===== src/hw/watchdog_pkg.sv =====
// Shared constants and types of the watchdog device and its system end
package watchdog_pkg;
   // Register map seen by the system end
   localparam logic [7:0] WATCHDOG_CONTROL_OFS = 8'haa;
   localparam int         RUN_BIT              = 7;
   localparam int         CLEAR_BIT            = 6;
   localparam int         TIMEOUT_BIT          = 5;
   localparam int         LP_RUN_BIT           = 4;
   localparam int         CAUSE_BIT            = 3;
   localparam int         PSEL_HI              = 2;
   localparam logic [2:0] PSEL_POR             = 3'h7;
   localparam logic [7:0] CONFIG_RESET         = 8'hff;
   localparam int         MODE_HI              = 7;
   localparam int         MODE_LO              = 4;
   localparam logic [3:0] MODE_GP              = 4'hf;
   localparam logic [3:0] MODE_HALT_LP         = 4'h5;
   localparam logic [7:0] READ_ZERO            = 8'h00;
   // Timing
   localparam int CLK_PERIOD_NS      = 50;
   localparam int LOSC_PERIOD_NS     = 100000;
   localparam int LOSC_CYCLES        = LOSC_PERIOD_NS / CLK_PERIOD_NS;
   localparam int TIMEOUT_PERIODS    = 64;
   localparam int RESET_WINDOW_OSC   = 512;
   localparam logic [10:0] LOSC_LAST = 11'(LOSC_CYCLES - 1);
   localparam logic [5:0]  CNT_LAST  = 6'(TIMEOUT_PERIODS - 1);
   localparam logic [9:0]  WIN_LAST  = 10'(RESET_WINDOW_OSC - 1);
   // System end registers
   localparam logic [3:0] H_FWD  = 4'h0;
   localparam logic [3:0] H_CFG  = 4'h1;
   localparam logic [3:0] H_PWR  = 4'h2;
   localparam logic [3:0] H_STAT = 4'h3;
   localparam logic [3:0] H_RST  = 4'h4;
   localparam logic [3:0] H_RAW  = 4'h5;
   localparam int PWR_IDLE_BIT   = 0;
   localparam int PWR_PDOWN_BIT  = 1;
   localparam int STAT_IRQ_BIT   = 0;
   localparam int STAT_WDRST_BIT = 1;
   localparam int STAT_WAKE_BIT  = 2;

   typedef enum logic [1:0] {
      WIN_IDLE = 2'b01,
      WIN_WAIT = 2'b10
   } win_state_t;

   // Divider limit for the prescale field
   function automatic logic [7:0] presc_limit(input logic [2:0] sel);
      case (sel)
         3'h0:    presc_limit = 8'h00;
         3'h1:    presc_limit = 8'h03;
         3'h2:    presc_limit = 8'h07;
         3'h3:    presc_limit = 8'h0f;
         3'h4:    presc_limit = 8'h1f;
         3'h5:    presc_limit = 8'h3f;
         3'h6:    presc_limit = 8'h7f;
         default: presc_limit = 8'hff;
      endcase
   endfunction
endpackage


===== src/hw/watchdog_if.sv =====
// Connection between the watchdog device and the system end
`timescale 1ns/1ps
`default_nettype none
interface watchdog_if;
   logic [7:0] addr;
   logic [7:0] wdata;
   logic       wr;
   logic       rd;
   logic       ta_ok;
   logic [7:0] rdata;
   logic [7:0] config_byte;
   logic       idle;
   logic       pdown;
   logic       sys_rst;
   logic       sys_rst_wdt;
   logic       wake;
   logic       irq;
   logic       rst_req;

   modport device (input addr, wdata, wr, rd, ta_ok, config_byte, idle,
                   pdown, sys_rst, sys_rst_wdt,
                   output rdata, wake, irq, rst_req);
   modport host (output addr, wdata, wr, rd, ta_ok, config_byte, idle,
                 pdown, sys_rst, sys_rst_wdt,
                 input rdata, wake, irq, rst_req);
endinterface
`default_nettype wire


===== src/hw/watchdog_device.sv =====
// Watchdog device: counter, prescaler, control register, reset window
// Overview of operation
// - Mode all ones: general purpose timer only
// - Mode 0101: reset timer halting in low power
// - Other modes: reset timer running in low power
// - Counter clocked by selectable low-speed divider
// - Time-out wakes system, raises interrupt event
// - Reset timer issues reset if never cleared
// - Run bit starts/stops counter, general mode only
// - Writing clear bit one zeroes counter
// - Clear bit reads one while clear pending
// - Time-out flag set by overflow, software clears
// - Low power run bit, general mode only
// - Cause flag: set by watchdog reset, POR clears
// - Software should clear cause flag after reset
// - Prescale field selects divide 1 to 256
// - POR sets prescale to max, else kept
// - Time-out is 64 divided oscillator periods
// - Control writes only through timed access
// - Divided system clock breaks power-down reset
// - Reset after 512 oscillator clocks without clear
// - Low power entry, exit, reset clear counter
// - General mode keeps running after time-out
//
// The address-and-strobe port was decided locally.
`timescale 1ns/1ps
`default_nettype none
module watchdog_device
   import watchdog_pkg::*;
(
   input  wire logic   core_clk_i,
   input  wire logic   rst_n_i,
   watchdog_if.device  bus
);
   typedef struct packed {
      logic [10:0] osc_cnt;
      logic [7:0]  presc;
      logic [5:0]  cnt;
      logic        run;
      logic        clr_pend;
      logic        tflag;
      logic        lp_run;
      logic        cause;
      logic [2:0]  psel;
      win_state_t  win;
      logic [9:0]  win_cnt;
      logic        lp_q;
      logic [7:0]  rdata;
      logic        wake;
      logic        rst_req;
   } dev_state_t;

   dev_state_t s;
   dev_state_t next_s;

   logic [3:0] mode;
   logic       gp;
   logic       halt_lp;
   logic       lp;
   logic       tick;
   logic       running;
   logic       div_tick;
   logic       ovf;
   logic       wr_hit;
   logic [7:0] ctrl_val;

   assign mode    = bus.config_byte[MODE_HI:MODE_LO];
   assign gp      = (mode == MODE_GP);
   assign halt_lp = (mode == MODE_HALT_LP);
   assign lp      = bus.idle | bus.pdown;
   assign tick    = (s.osc_cnt == LOSC_LAST);
   // Run and low power run bits are ignored outside general mode
   assign running = gp ? (s.run && (!lp || s.lp_run))
                       : (!halt_lp || !lp);
   assign div_tick = tick && running
                     && (s.presc == presc_limit(s.psel));
   assign ovf     = div_tick && (s.cnt == CNT_LAST);
   // Timed access guard gates every control write
   assign wr_hit  = bus.wr && bus.ta_ok
                    && (bus.addr == WATCHDOG_CONTROL_OFS);
   assign ctrl_val = {s.run, s.clr_pend, s.tflag, s.lp_run, s.cause,
                      s.psel};

   always_comb begin
      next_s = s;
      next_s.wake    = 1'b0;
      next_s.rst_req = 1'b0;
      next_s.lp_q    = lp;
      next_s.osc_cnt = tick ? 11'h000 : s.osc_cnt + 11'h001;

      if (tick && running) begin
         next_s.presc = div_tick ? 8'h00 : s.presc + 8'h01;
      end
      if (div_tick) begin
         // Wraps and keeps counting after each time-out
         next_s.cnt = s.cnt + 6'h01;
      end
      if (ovf) begin
         next_s.wake = lp;
         if (!gp && (s.win == WIN_IDLE)) begin
            next_s.win     = WIN_WAIT;
            next_s.win_cnt = 10'h000;
         end
      end

      // Reset window counts oscillator clocks, not divided ones
      if ((s.win == WIN_WAIT) && tick) begin
         case (s.win)
            WIN_WAIT: begin
               next_s.win_cnt = s.win_cnt + 10'h001;
               if (s.win_cnt == WIN_LAST) begin
                  next_s.rst_req = 1'b1;
                  next_s.win     = WIN_IDLE;
               end
            end
            default: next_s.win = WIN_IDLE;
         endcase
      end
      // A mode change to general purpose drops a running window
      if (gp) begin
         next_s.win = WIN_IDLE;
      end

      // Clear lands on the oscillator edge, so it stays pending until then
      if (tick && s.clr_pend) begin
         next_s.cnt      = 6'h00;
         next_s.presc    = 8'h00;
         next_s.clr_pend = 1'b0;
         next_s.win      = WIN_IDLE;
         next_s.rst_req  = 1'b0;
      end

      if (lp != s.lp_q) begin
         next_s.cnt   = 6'h00;
         next_s.presc = 8'h00;
      end

      if (wr_hit) begin
         next_s.run    = bus.wdata[RUN_BIT];
         next_s.tflag  = bus.wdata[TIMEOUT_BIT];
         next_s.lp_run = bus.wdata[LP_RUN_BIT];
         next_s.cause  = bus.wdata[CAUSE_BIT];
         next_s.psel   = bus.wdata[PSEL_HI:0];
         if (bus.wdata[CLEAR_BIT]) begin
            next_s.clr_pend = 1'b1;
         end
      end
      // Hardware set wins over a software clear in the same cycle
      if (ovf) begin
         next_s.tflag = 1'b1;
      end

      if (bus.sys_rst) begin
         next_s.cnt      = 6'h00;
         next_s.presc    = 8'h00;
         next_s.run      = 1'b0;
         next_s.clr_pend = 1'b0;
         next_s.tflag    = 1'b0;
         next_s.lp_run   = 1'b0;
         next_s.win      = WIN_IDLE;
         next_s.win_cnt  = 10'h000;
         next_s.rst_req  = 1'b0;
         next_s.wake     = 1'b0;
         next_s.cause    = s.cause | bus.sys_rst_wdt;
         next_s.psel     = s.psel;
      end

      next_s.rdata = (bus.rd && (bus.addr == WATCHDOG_CONTROL_OFS))
                     ? ctrl_val : READ_ZERO;
   end

   always_ff @(posedge core_clk_i or negedge rst_n_i) begin
      if (!rst_n_i) begin
         s         <= '0;
         s.psel    <= PSEL_POR;
         s.cause   <= 1'b0;
         s.win     <= WIN_IDLE;
      end else begin
         s <= next_s;
      end
   end

   assign bus.rdata   = s.rdata;
   assign bus.irq     = s.tflag;
   assign bus.wake    = s.wake;
   assign bus.rst_req = s.rst_req;
endmodule
`default_nettype wire


===== src/flat_wrapper.sv =====
// flat-port wrapper written by rule: the top's interface ports become plain ports
module watchdog_device_flat import watchdog_pkg::*;
  (core_clk_i, rst_n_i, bus_addr, bus_wdata, bus_wr, bus_rd, bus_ta_ok, bus_config_byte, bus_idle, bus_pdown, bus_sys_rst, bus_sys_rst_wdt, bus_rdata, bus_wake, bus_irq, bus_rst_req);
  watchdog_if bus_i ();
  input  wire logic core_clk_i;
  input  wire logic rst_n_i;
  input wire logic [$bits(bus_i.addr)-1:0] bus_addr;
  input wire logic [$bits(bus_i.wdata)-1:0] bus_wdata;
  input wire logic [$bits(bus_i.wr)-1:0] bus_wr;
  input wire logic [$bits(bus_i.rd)-1:0] bus_rd;
  input wire logic [$bits(bus_i.ta_ok)-1:0] bus_ta_ok;
  input wire logic [$bits(bus_i.config_byte)-1:0] bus_config_byte;
  input wire logic [$bits(bus_i.idle)-1:0] bus_idle;
  input wire logic [$bits(bus_i.pdown)-1:0] bus_pdown;
  input wire logic [$bits(bus_i.sys_rst)-1:0] bus_sys_rst;
  input wire logic [$bits(bus_i.sys_rst_wdt)-1:0] bus_sys_rst_wdt;
  output wire logic [$bits(bus_i.rdata)-1:0] bus_rdata;
  output wire logic [$bits(bus_i.wake)-1:0] bus_wake;
  output wire logic [$bits(bus_i.irq)-1:0] bus_irq;
  output wire logic [$bits(bus_i.rst_req)-1:0] bus_rst_req;
  assign bus_i.addr = bus_addr;
  assign bus_i.wdata = bus_wdata;
  assign bus_i.wr = bus_wr;
  assign bus_i.rd = bus_rd;
  assign bus_i.ta_ok = bus_ta_ok;
  assign bus_i.config_byte = bus_config_byte;
  assign bus_i.idle = bus_idle;
  assign bus_i.pdown = bus_pdown;
  assign bus_i.sys_rst = bus_sys_rst;
  assign bus_i.sys_rst_wdt = bus_sys_rst_wdt;
  assign bus_rdata = bus_i.rdata;
  assign bus_wake = bus_i.wake;
  assign bus_irq = bus_i.irq;
  assign bus_rst_req = bus_i.rst_req;
  watchdog_device u_core (.core_clk_i(core_clk_i), .rst_n_i(rst_n_i), .bus(bus_i));
endmodule

===== config.mk =====
export PLATFORM = sky130hd
export DESIGN_NAME = watchdog_device_flat
export DESIGN_NICKNAME = d
export VERILOG_FILES = /design/src/hw/watchdog_pkg.sv /design/src/hw/watchdog_if.sv /design/src/hw/watchdog_device.sv /design/src/flat_wrapper.sv
export SDC_FILE = /design/constraint.sdc
export NUM_CORES = 1
export LEC_CHECK = 0
export ABC_AREA = 1
export BUFFER_PORTS_ARGS = -buffer_cell sky130_fd_sc_hd__buf_2
export CORE_ASPECT_RATIO = 1.25
export CORE_UTILIZATION = 35
export CTS_BUF_LIST = sky130_fd_sc_hd__clkbuf_2 sky130_fd_sc_hd__clkbuf_4 sky130_fd_sc_hd__clkbuf_8
export CTS_CLUSTER_DIAMETER = 80
export CTS_CLUSTER_SIZE = 8
export DETAILED_ROUTE_END_ITERATION = 10
export GPL_TIMING_DRIVEN = 0
export SETUP_SLACK_MARGIN = 0.5
export SYNTH_ARGS = -nofsm -noshare
export SYNTH_HDL_FRONTEND = slang
export SYNTH_SLANG_ARGS = --single-unit

===== constraint.sdc =====
create_clock -name core_clk_i -period 2 [get_ports core_clk_i]
set_clock_uncertainty 0.15 [all_clocks]
set_input_delay 0.1 -clock core_clk_i [delete_from_list [all_inputs] [get_ports core_clk_i]]
set_output_delay 0.1 -clock core_clk_i [all_outputs]
set_load 0.1 [all_outputs]

== Word-level counts from Yosys, hierarchy flattened ==
Cells that the tools add are included.

* Equal/unequal tests: 16
* Add/subtract/negate cells: 4
* Muxes and demuxes: 28
* Reductions and logical operators: 21
* Bitwise logic cells: 3

{| class="wikitable"
|+ Operator list
! cell !! number
|-
| $pmux W8 S7 || 1
|-
| $mux W12 || 3
|-
| $mux W34 || 1
|-
| $mux W8 || 4
|-
| $mux W14 || 2
|-
| $add A11 B1 Y11 const B || 1
|-
| $eq A11 B11 Y1 const B || 1
|-
| $mux W11 || 1
|-
| $add A10 B1 Y10 const B || 1
|-
| $eq A10 B9 Y1 const B || 1
|-
| $logic_and A1 B1 Y1 || 10
|-
| $mux W10 || 1
|-
| $mux W2 || 5
|-
| $eq A3 B3 Y1 const B || 3
|-
| $mux W1 || 9
|-
| $add A8 B1 Y8 const B || 1
|-
| $eq A8 B8 Y1 || 1
|-
| $eq A8 B8 Y1 const B || 1
|-
| $reduce_bool A4 Y1 || 2
|-
| $add A6 B1 Y6 const B || 1
|-
| $eq A3 B2 Y1 const B || 2
|-
| $eq A6 B6 Y1 const B || 1
|-
| $mux W6 || 1
|-
| $eq A4 B3 Y1 const B || 1
|-
| other kinds (13) || 17
|}

* Input bits: 33
* Bits in registers: 56
* Output and inout bits: 11

== Logic depth before layout (Yosys ltp) ==
Gate-level depths: netlist of the first run.

* Word-level depth: 15
* Mapped depth: 14
* Mapped depth without buffers: 13

== Worst setup path before layout of the first run ==
Ideal clock, no wire load.

* Path type: register -> register
* Start: register u_core.s[45] (netlist bit)
* End: register u_core.s[41] (netlist bit)
* Stages on the path, launching flop included: 13
* Arrival: 1518 ps
* Slack: 219 ps
* Library setup time: 113 ps
* Period minus slack after synthesis: 1781 ps
* Buffers on the path: 0
* Required time: 1737 ps
* Cell sequence: dfrtp_1 ha_1 nand3_4 nor2_4 nand3_4 nor2_8 nand3_4 nand2_4 inv_4 nand2_2 nand2_1 nand2_1 inv_1

* Cells in the longest elaborated chain, start to end: 8
* Elaborated cells on any way between the ends: 10
* Those cells by class: 1 x eq/ne; 5 x mux; 4 x reduce/logical

{| class="wikitable"
|+ RTL lines
! item !! RTL line !! source
|-
| start: declaration || watchdog_device.sv:53 || <nowiki>dev_state_t s;</nowiki>
|-
| start signal: assignment || watchdog_device.sv:179 || <nowiki>s <= next_s;</nowiki>
|-
| $eq A11 B11 Y1 (*) || watchdog_device.sv:71 || <nowiki>assign tick = (s.osc_cnt == LOSC_LAST);</nowiki>
|-
| $logic_and A1 B1 Y1 || watchdog_device.sv:75, watchdog_device.sv:91 ||
|-
| $logic_and A1 B1 Y1 || watchdog_device.sv:76 || <nowiki>&& (s.presc == presc_limit(s.psel));</nowiki>
|-
| $mux W8 || watchdog_device.sv:92 || <nowiki>next_s.presc = div_tick ? 8'h00 : s.presc + 8'h01;</nowiki>
|-
| $mux W8 || watchdog_device.sv:91 || <nowiki>if (tick && running) begin</nowiki>
|-
| $mux W14 || watchdog_device.sv:125 || <nowiki>if (tick && s.clr_pend) begin</nowiki>
|-
| $mux W14 || watchdog_device.sv:133 || <nowiki>if (lp != s.lp_q) begin</nowiki>
|-
| $mux W34 || watchdog_device.sv:153 || <nowiki>if (bus.sys_rst) begin</nowiki>
|}

Mark *: on every way between the ends. The rest lies on a longest branch, timed or not. The select of a mux whose other input is x is not followed.
A chain may end at the register's enable or synchronous reset.

== Final worst setup path of the first run ==
Ends and elaborated chain as after synthesis.

==> impl_results.md, run 1 <==
- Worst path bufs/invs: 2
- Layout cell share with drive strength beyond 1: 40.59%
- Hold Path Sink: u_core.bus.rdata[2]
- Number of global-route vias before repair: 2,843
- Nets@finish: 541
- Synthesized cell area: 3219 sq um
- Power Total: 1.989 mW
- Initial Utilization: 36.60%
- Final worst path period share: 95.02%
- Mean routed wirelength per cell: 12.48 microns
- Core area: 8796 sq um
- Hold path cells: 3
- DRT Wirelength: 7.802 mm
- H-tree Lvls: 2
- PD cells: 444.2 nW/um^2
- Max incr delay on CP: 0.42 ns
- CP Capture Type: flop
- Clock share of power: 34.0%
- Syn-to-layout area delta: 39.14%
- CTS tree: built
- Die area: 9588 sq um
- Worst reg-to-reg setup slack: 0.1 ns
- Row count: 38
- # diodes: 0
- Final min period: 1.900 ns
- CTS clock-pin slew for the worst setup and hold paths: 0.10 ns
- Routed Antenna Nets: 0
- Die height: 109.2 microns
- Via count: 3,018
- WP data arrival: 1.98 ns
- Leakage power: 2.119 nW
- Sink Count: 56
- Seq/Total Area, Yosys: 43.68%
- Syn nets: 454
- Max VDD drop: 0.2149 mV
- Register share of total power: 57.3%
- Fill cells: 822
- Maximum operating frequency: 526.2 MHz
- Clk buf depth: 2
- Synth cell types: 38
- Via/cell ratio: 4.829
- Dominant register cell in the synthesized netlist: dfrtp_1
- CP startpoint kind: flop
- Status: finished, final reports clean
- Multi-input logic area: 1888 sq um
- Iter 0 DRT Violations: 82
- Critical-path cell with the highest stage delay: dfrtp_1
- Hold_ws: 0.06647 ns
- GRT Overall Usage: 16.41%
- Clk Latency, worst-skew pair: 0.32 ns
- Combinational fraction of design power: 8.7%
- Largest net degree at the start of global routing: 57
- Stages on worst setup path: 12
- Final setup margin: 0.09950 ns
- Yosys top cell area share: 40.42%
- Slew @ Worst Pin: 0.7242 ns
- Global-route wire length before repair: 12.21 mm
- Post-Synthesis Cells: 417
- RSZ-0062 raised after global routing: true
- Total CTS buffers: 5
- Net Sw Power: 473.8 uW
- Ports: 44
- Crit path max-delay family: simple AND/OR/NAND/NOR gates
- Ys async rst share: 100.0%
- Final core occ: 50.92%
- Post-synth EDFFs: 0
- Fin. max-slew vios: 0
- Reg2Reg Depth: 12
- Reg area: 1406 sq um
- First-pass DRT Iterations: 4
- Switching Fraction: 23.81%
- Final setup viols: 0
- Yosys top cell by area: dfrtp_1
- CP max FO: 7
- Final Hold Vio Count: 0
- Reg-to-Reg End: u_core.s[41]
- Min-delay src: bus_rd
- Global route overflow: 0
- Max cap viols: 0
- Initial antenna violation count: 0
- CP Class: reg -> reg
- Hold WC Path Type: in -> reg
- Die Width: 87.78 microns
- Max transition margin: 51.72%
- WP data required: 2.07 ns
- CP cell instances: ha_4, nand3_4, nor2_4, nand2_4, o21ai_4, nor2_4, nand2_4, inv_6, nand2_2, nand2_1, nand2_1, inv_1
- CTS root buffer: clkbuf_8
- Yosys warnings: 0
- Gpl congestion: 0.8116
- Flops & latches, synth: 56
- Reg-to-reg startpoint: u_core.s[45]
- Place WS: 0.02963 ns
- I/O Buffers: 38
- Drc violations: 0
- Leading post-synthesis cells by cell area: dfrtp_1 (40%), nand2_1 (12%), inv_1 (6.5%)
- Syn_area_per_cell: 7.720 sq um
- P_int: 1.516 mW
- Detailed placement HPWL: 5.068 mm
[tightest hold or removal path, delay by kind of cell]
kind	cells	cell delay, ns
buffers and inverters	1	0.10
and+or+nand+nor	2	0.31
[per-layer routing]
metal | wire, microns | GRT usage, %
met5 | 0 | 0
met4 | 195 | 7.026
met3 | 268 | 2.877
met2 | 4058 | 30.01
met1 | 3280 | 18.41
[power by group through the flow]
stage               clock [mW]  combinational, mW  sequential [mW]
finish                   0.676              0.174             1.14
global route             0.745              0.193             1.14
CTS                      0.698              0.158             1.14
detailed placement           0              0.127             1.16
global placement             0              0.126             1.16
floorplan                    0             0.0607             1.16
[flip-flops by register name (all words and copies together) (netlist names)]
name                flops
u_core.s               38
u_core.bus.rdata        8
u_core.ctrl_val         7
u_core.bus.irq          1
u_core.bus.rst_req      1
u_core.bus.wake         1
[cells by family after synthesis]
logic type	after synthesis	synth area share (%)
fa+ha+maj	4	1.555
simple gates	222	33.50
compound gates	50	8.706
xor+xnor	7	1.904
buf+inv	78	10.65
flops	56	43.68
[final cells by class]
| type | count | share of cell area, % |
|---|---|---|
| Timing Repair Buffer | 79 | 12.71 |
| Tap cell | 120 | 3.352 |
| Sequential cell | 56 | 31.40 |
| Inverter | 64 | 5.642 |
| Multi-Input combinational cell | 284 | 42.15 |
| Buffer | 14 | 2.570 |
| Clock buffer | 8 | 2.179 |
[worst max path at each step]
stage | from | slack [ns] | to
global placement | u_core.ctrl_val[2] | 0.06 | u_core.s[13]
finish | u_core.s[45] | 0.1 | u_core.s[41]
global route | u_core.s[46] | -0.003 | u_core.s[41]
floorplan | u_core.ctrl_val[2] | 0.26 | u_core.s[41]
detailed placement | u_core.ctrl_val[2] | 0.03 | u_core.s[18]
CTS | u_core.ctrl_val[2] | 0.10 | u_core.s[19]
[per-stage QoR]
stage | instances | area, sq um | TNS, ns
after floorplan | 417 | 3241 | 0
after global placement | 575 | 3581 | 0
after detailed placement | 575 | 3581 | 0
after CTS | 612 | 4085 | 0
after global routing | 625 | 4479 | -0.003190
final | 625 | 4479 | 0
[placed cells by master, fill, tap and decap left out, drive strengths merged, types with 4 or more instances in the layout]
cell / instances
dfrtp: 52
nor2: 56
nor3: 11
clkbuf: 10
xor2: 4
ha: 4
buf: 80
nand3: 35
dlygate4sd3: 11
nand4: 11
dfstp: 4
o21ai: 20
nand2: 105
inv: 64
a21oi: 20
[what timing repair did]
item                                   CTS  global route
pin swaps                               19            33
hold buffers                            10             1
gates resized for setup                 50            76
gates cloned                             1             1
buffers inserted                        18            11
setup endpoints to repair               32            43
endpoints found under the hold margin   62            52
[synthesized netlist by cell type (2+ instances only)]
master / n
a21oi_1: 19
a31oi_1: 2
buf_2: 2
buf_4: 8
buf_6: 2
clkbuf_1: 2
dfrtp_1: 52
dfstp_2: 4
ha_1: 4
inv_1: 56
inv_2: 7
nand2_1: 99
nand2_2: 4
nand2_4: 2
nand3_1: 30
nand3_4: 3
nand4_1: 10
nor2_1: 44
nor2_2: 7
nor2_4: 4
nor3_1: 10
nor4_1: 3
o211ai_1: 3
o21ai_0: 19
o31ai_1: 2
or2_2: 2
xnor2_1: 3
xor2_1: 4
(Power assumes the default switching activity.)
==> run 2, diff against run 1 <==
ABC_AREA = default   (was 1)
==> impl_results.md, run 2 <==
- Yosys top cell area share: 42.00%
- Nets@finish: 469
- CTS tree: built
- DRT Wirelength: 8.459 mm
- Reg2Reg Depth: 7
- Clk buf depth: 2
- CP max FO: 5
- Initial Utilization: 35.80%
- Die Width: 86.15 microns
- P_int: 1.607 mW
- Reg-to-Reg End: u_core.bus.irq
- Fin. max-slew vios: 0
- Dominant register cell in the synthesized netlist: dfrtp_1
- Post-synth EDFFs: 0
- Most frequent cells in the layout: dfrtp_1 (51), buf_4 (41), buf_2 (38)
- Leakage power: 1.924 nW
- Largest register FFs: 38
- Layout cell share with drive strength beyond 1: 40.65%
- Reg area: 1408 sq um
- WP data arrival: 2.52 ns
- RSZ-0062 raised after global routing: true
- Design area: 4552 sq um
- Combinational fraction of design power: 9.5%
- GRT Overall Usage: 18.62%
- Min-delay src: bus_idle
- PD cells: 464.0 nW/um^2
- WP data required: 2.09 ns
- Synth cell types: 61
- Hold Path Sink: u_core.bus.wake
- Status: complete, but fails checks
- Row count: 38
- Routed Antenna Nets: 0
- Yosys warnings: 0
- CP Class: reg -> reg
- Yosys top cell by area: dfrtp_1
- Sink Count: 56
- Final setup margin: -0.4322 ns
- CP startpoint: u_core.s[46]
- Worst reg-to-reg setup slack: -0.43 ns
- Syn nets: 366
- Leading post-synthesis cells by cell area: dfrtp_1 (42%), nand2_1 (4.5%), o21ai_0 (3.6%)
- CTS clock-pin slew for the worst setup and hold paths: 0.11 ns
- Ys async rst share: 100.0%
- Hold_ws: 0.03709 ns
- Via/cell ratio: 5.195
- Via count: 2,873
- Final min period: 2.432 ns
- Register share of total power: 53.8%
- Syn_area_per_cell: 9.416 sq um
- Max cap viols: 0
- Clk Latency, worst-skew pair: 0.32 ns
- Gpl congestion: 0.8140
- Slew @ Worst Pin: 0.7195 ns
- Clock share of power: 36.7%
- CTS root buffer: clkbuf_8
- Max VDD drop: 0.2640 mV
- Total CTS buffers: 5
- CP startpoint kind: flop
- Ports: 44
- Syn-to-layout area delta: 46.93%
- Die area: 9234 sq um
- Mean routed wirelength per cell: 15.30 microns
- Fill cells: 779
- Initial antenna violation count: 0
- Commonest non-fill, non-tap cell in the layout: dfrtp_1
- Drc violations: 0
- # diodes: 0
- Post-Synthesis Cells: 329
- Hold path cells: 3
- Largest net degree at the start of global routing: 57
- CP Capture Type: flop
- Die height: 107.2 microns
- Core area: 8653 sq um
- Iter 0 DRT Violations: 114
- Violated checks: negative setup slack
- H-tree Lvls: 2
- Maximum operating frequency: 411.1 MHz
- First-pass DRT Iterations: 4
- Top-count cell post-synth: dfrtp_1
- Switching Fraction: 23.92%
- Flops & latches, synth: 56
- Max transition margin: 52.03%
- Final Hold Vio Count: 0
- Global route overflow: 0
- Hold WC Path Type: in -> reg
- Synthesized cell area: 3098 sq um
- List of most frequent post-synthesis cells: dfrtp_1 (52), nand2_1 (37), nor2_1 (24)
- Global-route wire length before repair: 13.60 mm
- Seq/Total Area, Yosys: 45.40%
- Reg-to-reg startpoint: u_core.s[46]
- Most flop-heavy register: u_core.s
- Detailed placement HPWL: 5.052 mm
- Final setup viols: 29
- Number of global-route vias before repair: 2,853
- Net Sw Power: 505.2 uW
- I/O Buffers: 39
- Power Total: 2.112 mW
- Multi-input logic area: 1938 sq um
- DP Area: 3493 sq um
- Final core occ: 52.60%
- Place WS: -0.6734 ns
- Final worst path period share: 121.6%
run 2: cell count changes after synthesis, moves of 7 or more:
cell     before  now
and2_1        0   13
inv_1        56   11
inv_2         7    0
nand2_1      99   37
nand3_1      30   13
nor2_1       44   24
nor2_2        7    0
run 2: repair_timing:
item / in CTS / in global routing
hold buffers: 12 / 1
gates resized for setup: 59 / 42
cloned: 2 / 1
buffers inserted: 31 / 10
pin swaps: 7 / 30
hold endpoints to repair: 63 / 52
setup endpoints to repair: 42 / 39
run 2: how the worst max path moves through the flow:
stage                                end  slack (ns)  cells after the start
final                     u_core.bus.irq       -0.43                      7
after global routing      u_core.bus.irq       -0.50                      7
after CTS                 u_core.bus.irq       -0.40                      6
after detailed placement    u_core.s[39]       -0.67                      6
after global placement      u_core.s[39]       -0.61                      6
after floorplan           u_core.bus.irq       -0.29                      6
run 2: metrics by stage:
step / TNS [ns] / std cells
6_report: -7.155 / 553
3_3_place_gp: -14.00 / 488
4_1_cts: -8.531 / 541
5_1_grt: -9.617 / 553
2_1_floorplan: -4.720 / 329
3_5_place_dp: -15.04 / 488
run 2: routing by layer:
| metal | wire (microns) | global-route usage (%) | up-vias |
|---|---|---|---|
| li1 | - | - | 1397 |
| met1 | 3827 | 23.72 | 1422 |
| met5 | 0 | 0 | - |
| met3 | 219 | 2.771 | 6 |
| met4 | 89 | 5.119 | 0 |
| met2 | 4322 | 32.60 | 48 |
run 2: power by group through the flow:
stage / clock network (mW) / registers [mW] / logic [mW]
finish: 0.775 / 1.14 / 0.202
global route: 0.835 / 1.14 / 0.218
CTS: 0.802 / 1.14 / 0.189
detailed placement: 0 / 1.16 / 0.123
global placement: 0 / 1.16 / 0.122
floorplan: 0 / 1.16 / 0.0534
run 2: cell families after synthesis:
group / count (synthesis) / share of synthesized area [%]
mux: 10 / 3.393
simple gates: 145 / 26.37
fa+ha+maj: 4 / 1.616
buf+inv: 30 / 4.927
flops: 56 / 45.40
compound gates: 75 / 15.75
xor+xnor: 9 / 2.545
run 2: final cells by class:
class | instances | area share [%]
Timing Repair Buffer | 95 | 15.78
Buffer | 19 | 3.986
Clock inverter | 3 | 1.017
Multi-Input combinational cell | 244 | 42.58
Inverter | 11 | 0.9071
Tap cell | 120 | 3.299
Clock buffer | 5 | 1.512
Sequential cell | 56 | 30.92
run 2: critical path: stages (launching register included):
cell and delay [ns]:
dfrtp_1 0.41, ha_4 0.17, nand3_4 0.10, or4_4 0.51
buf_8 0.15, nor4_4 0.17, or4b_4 0.54, a21oi_2 0.16
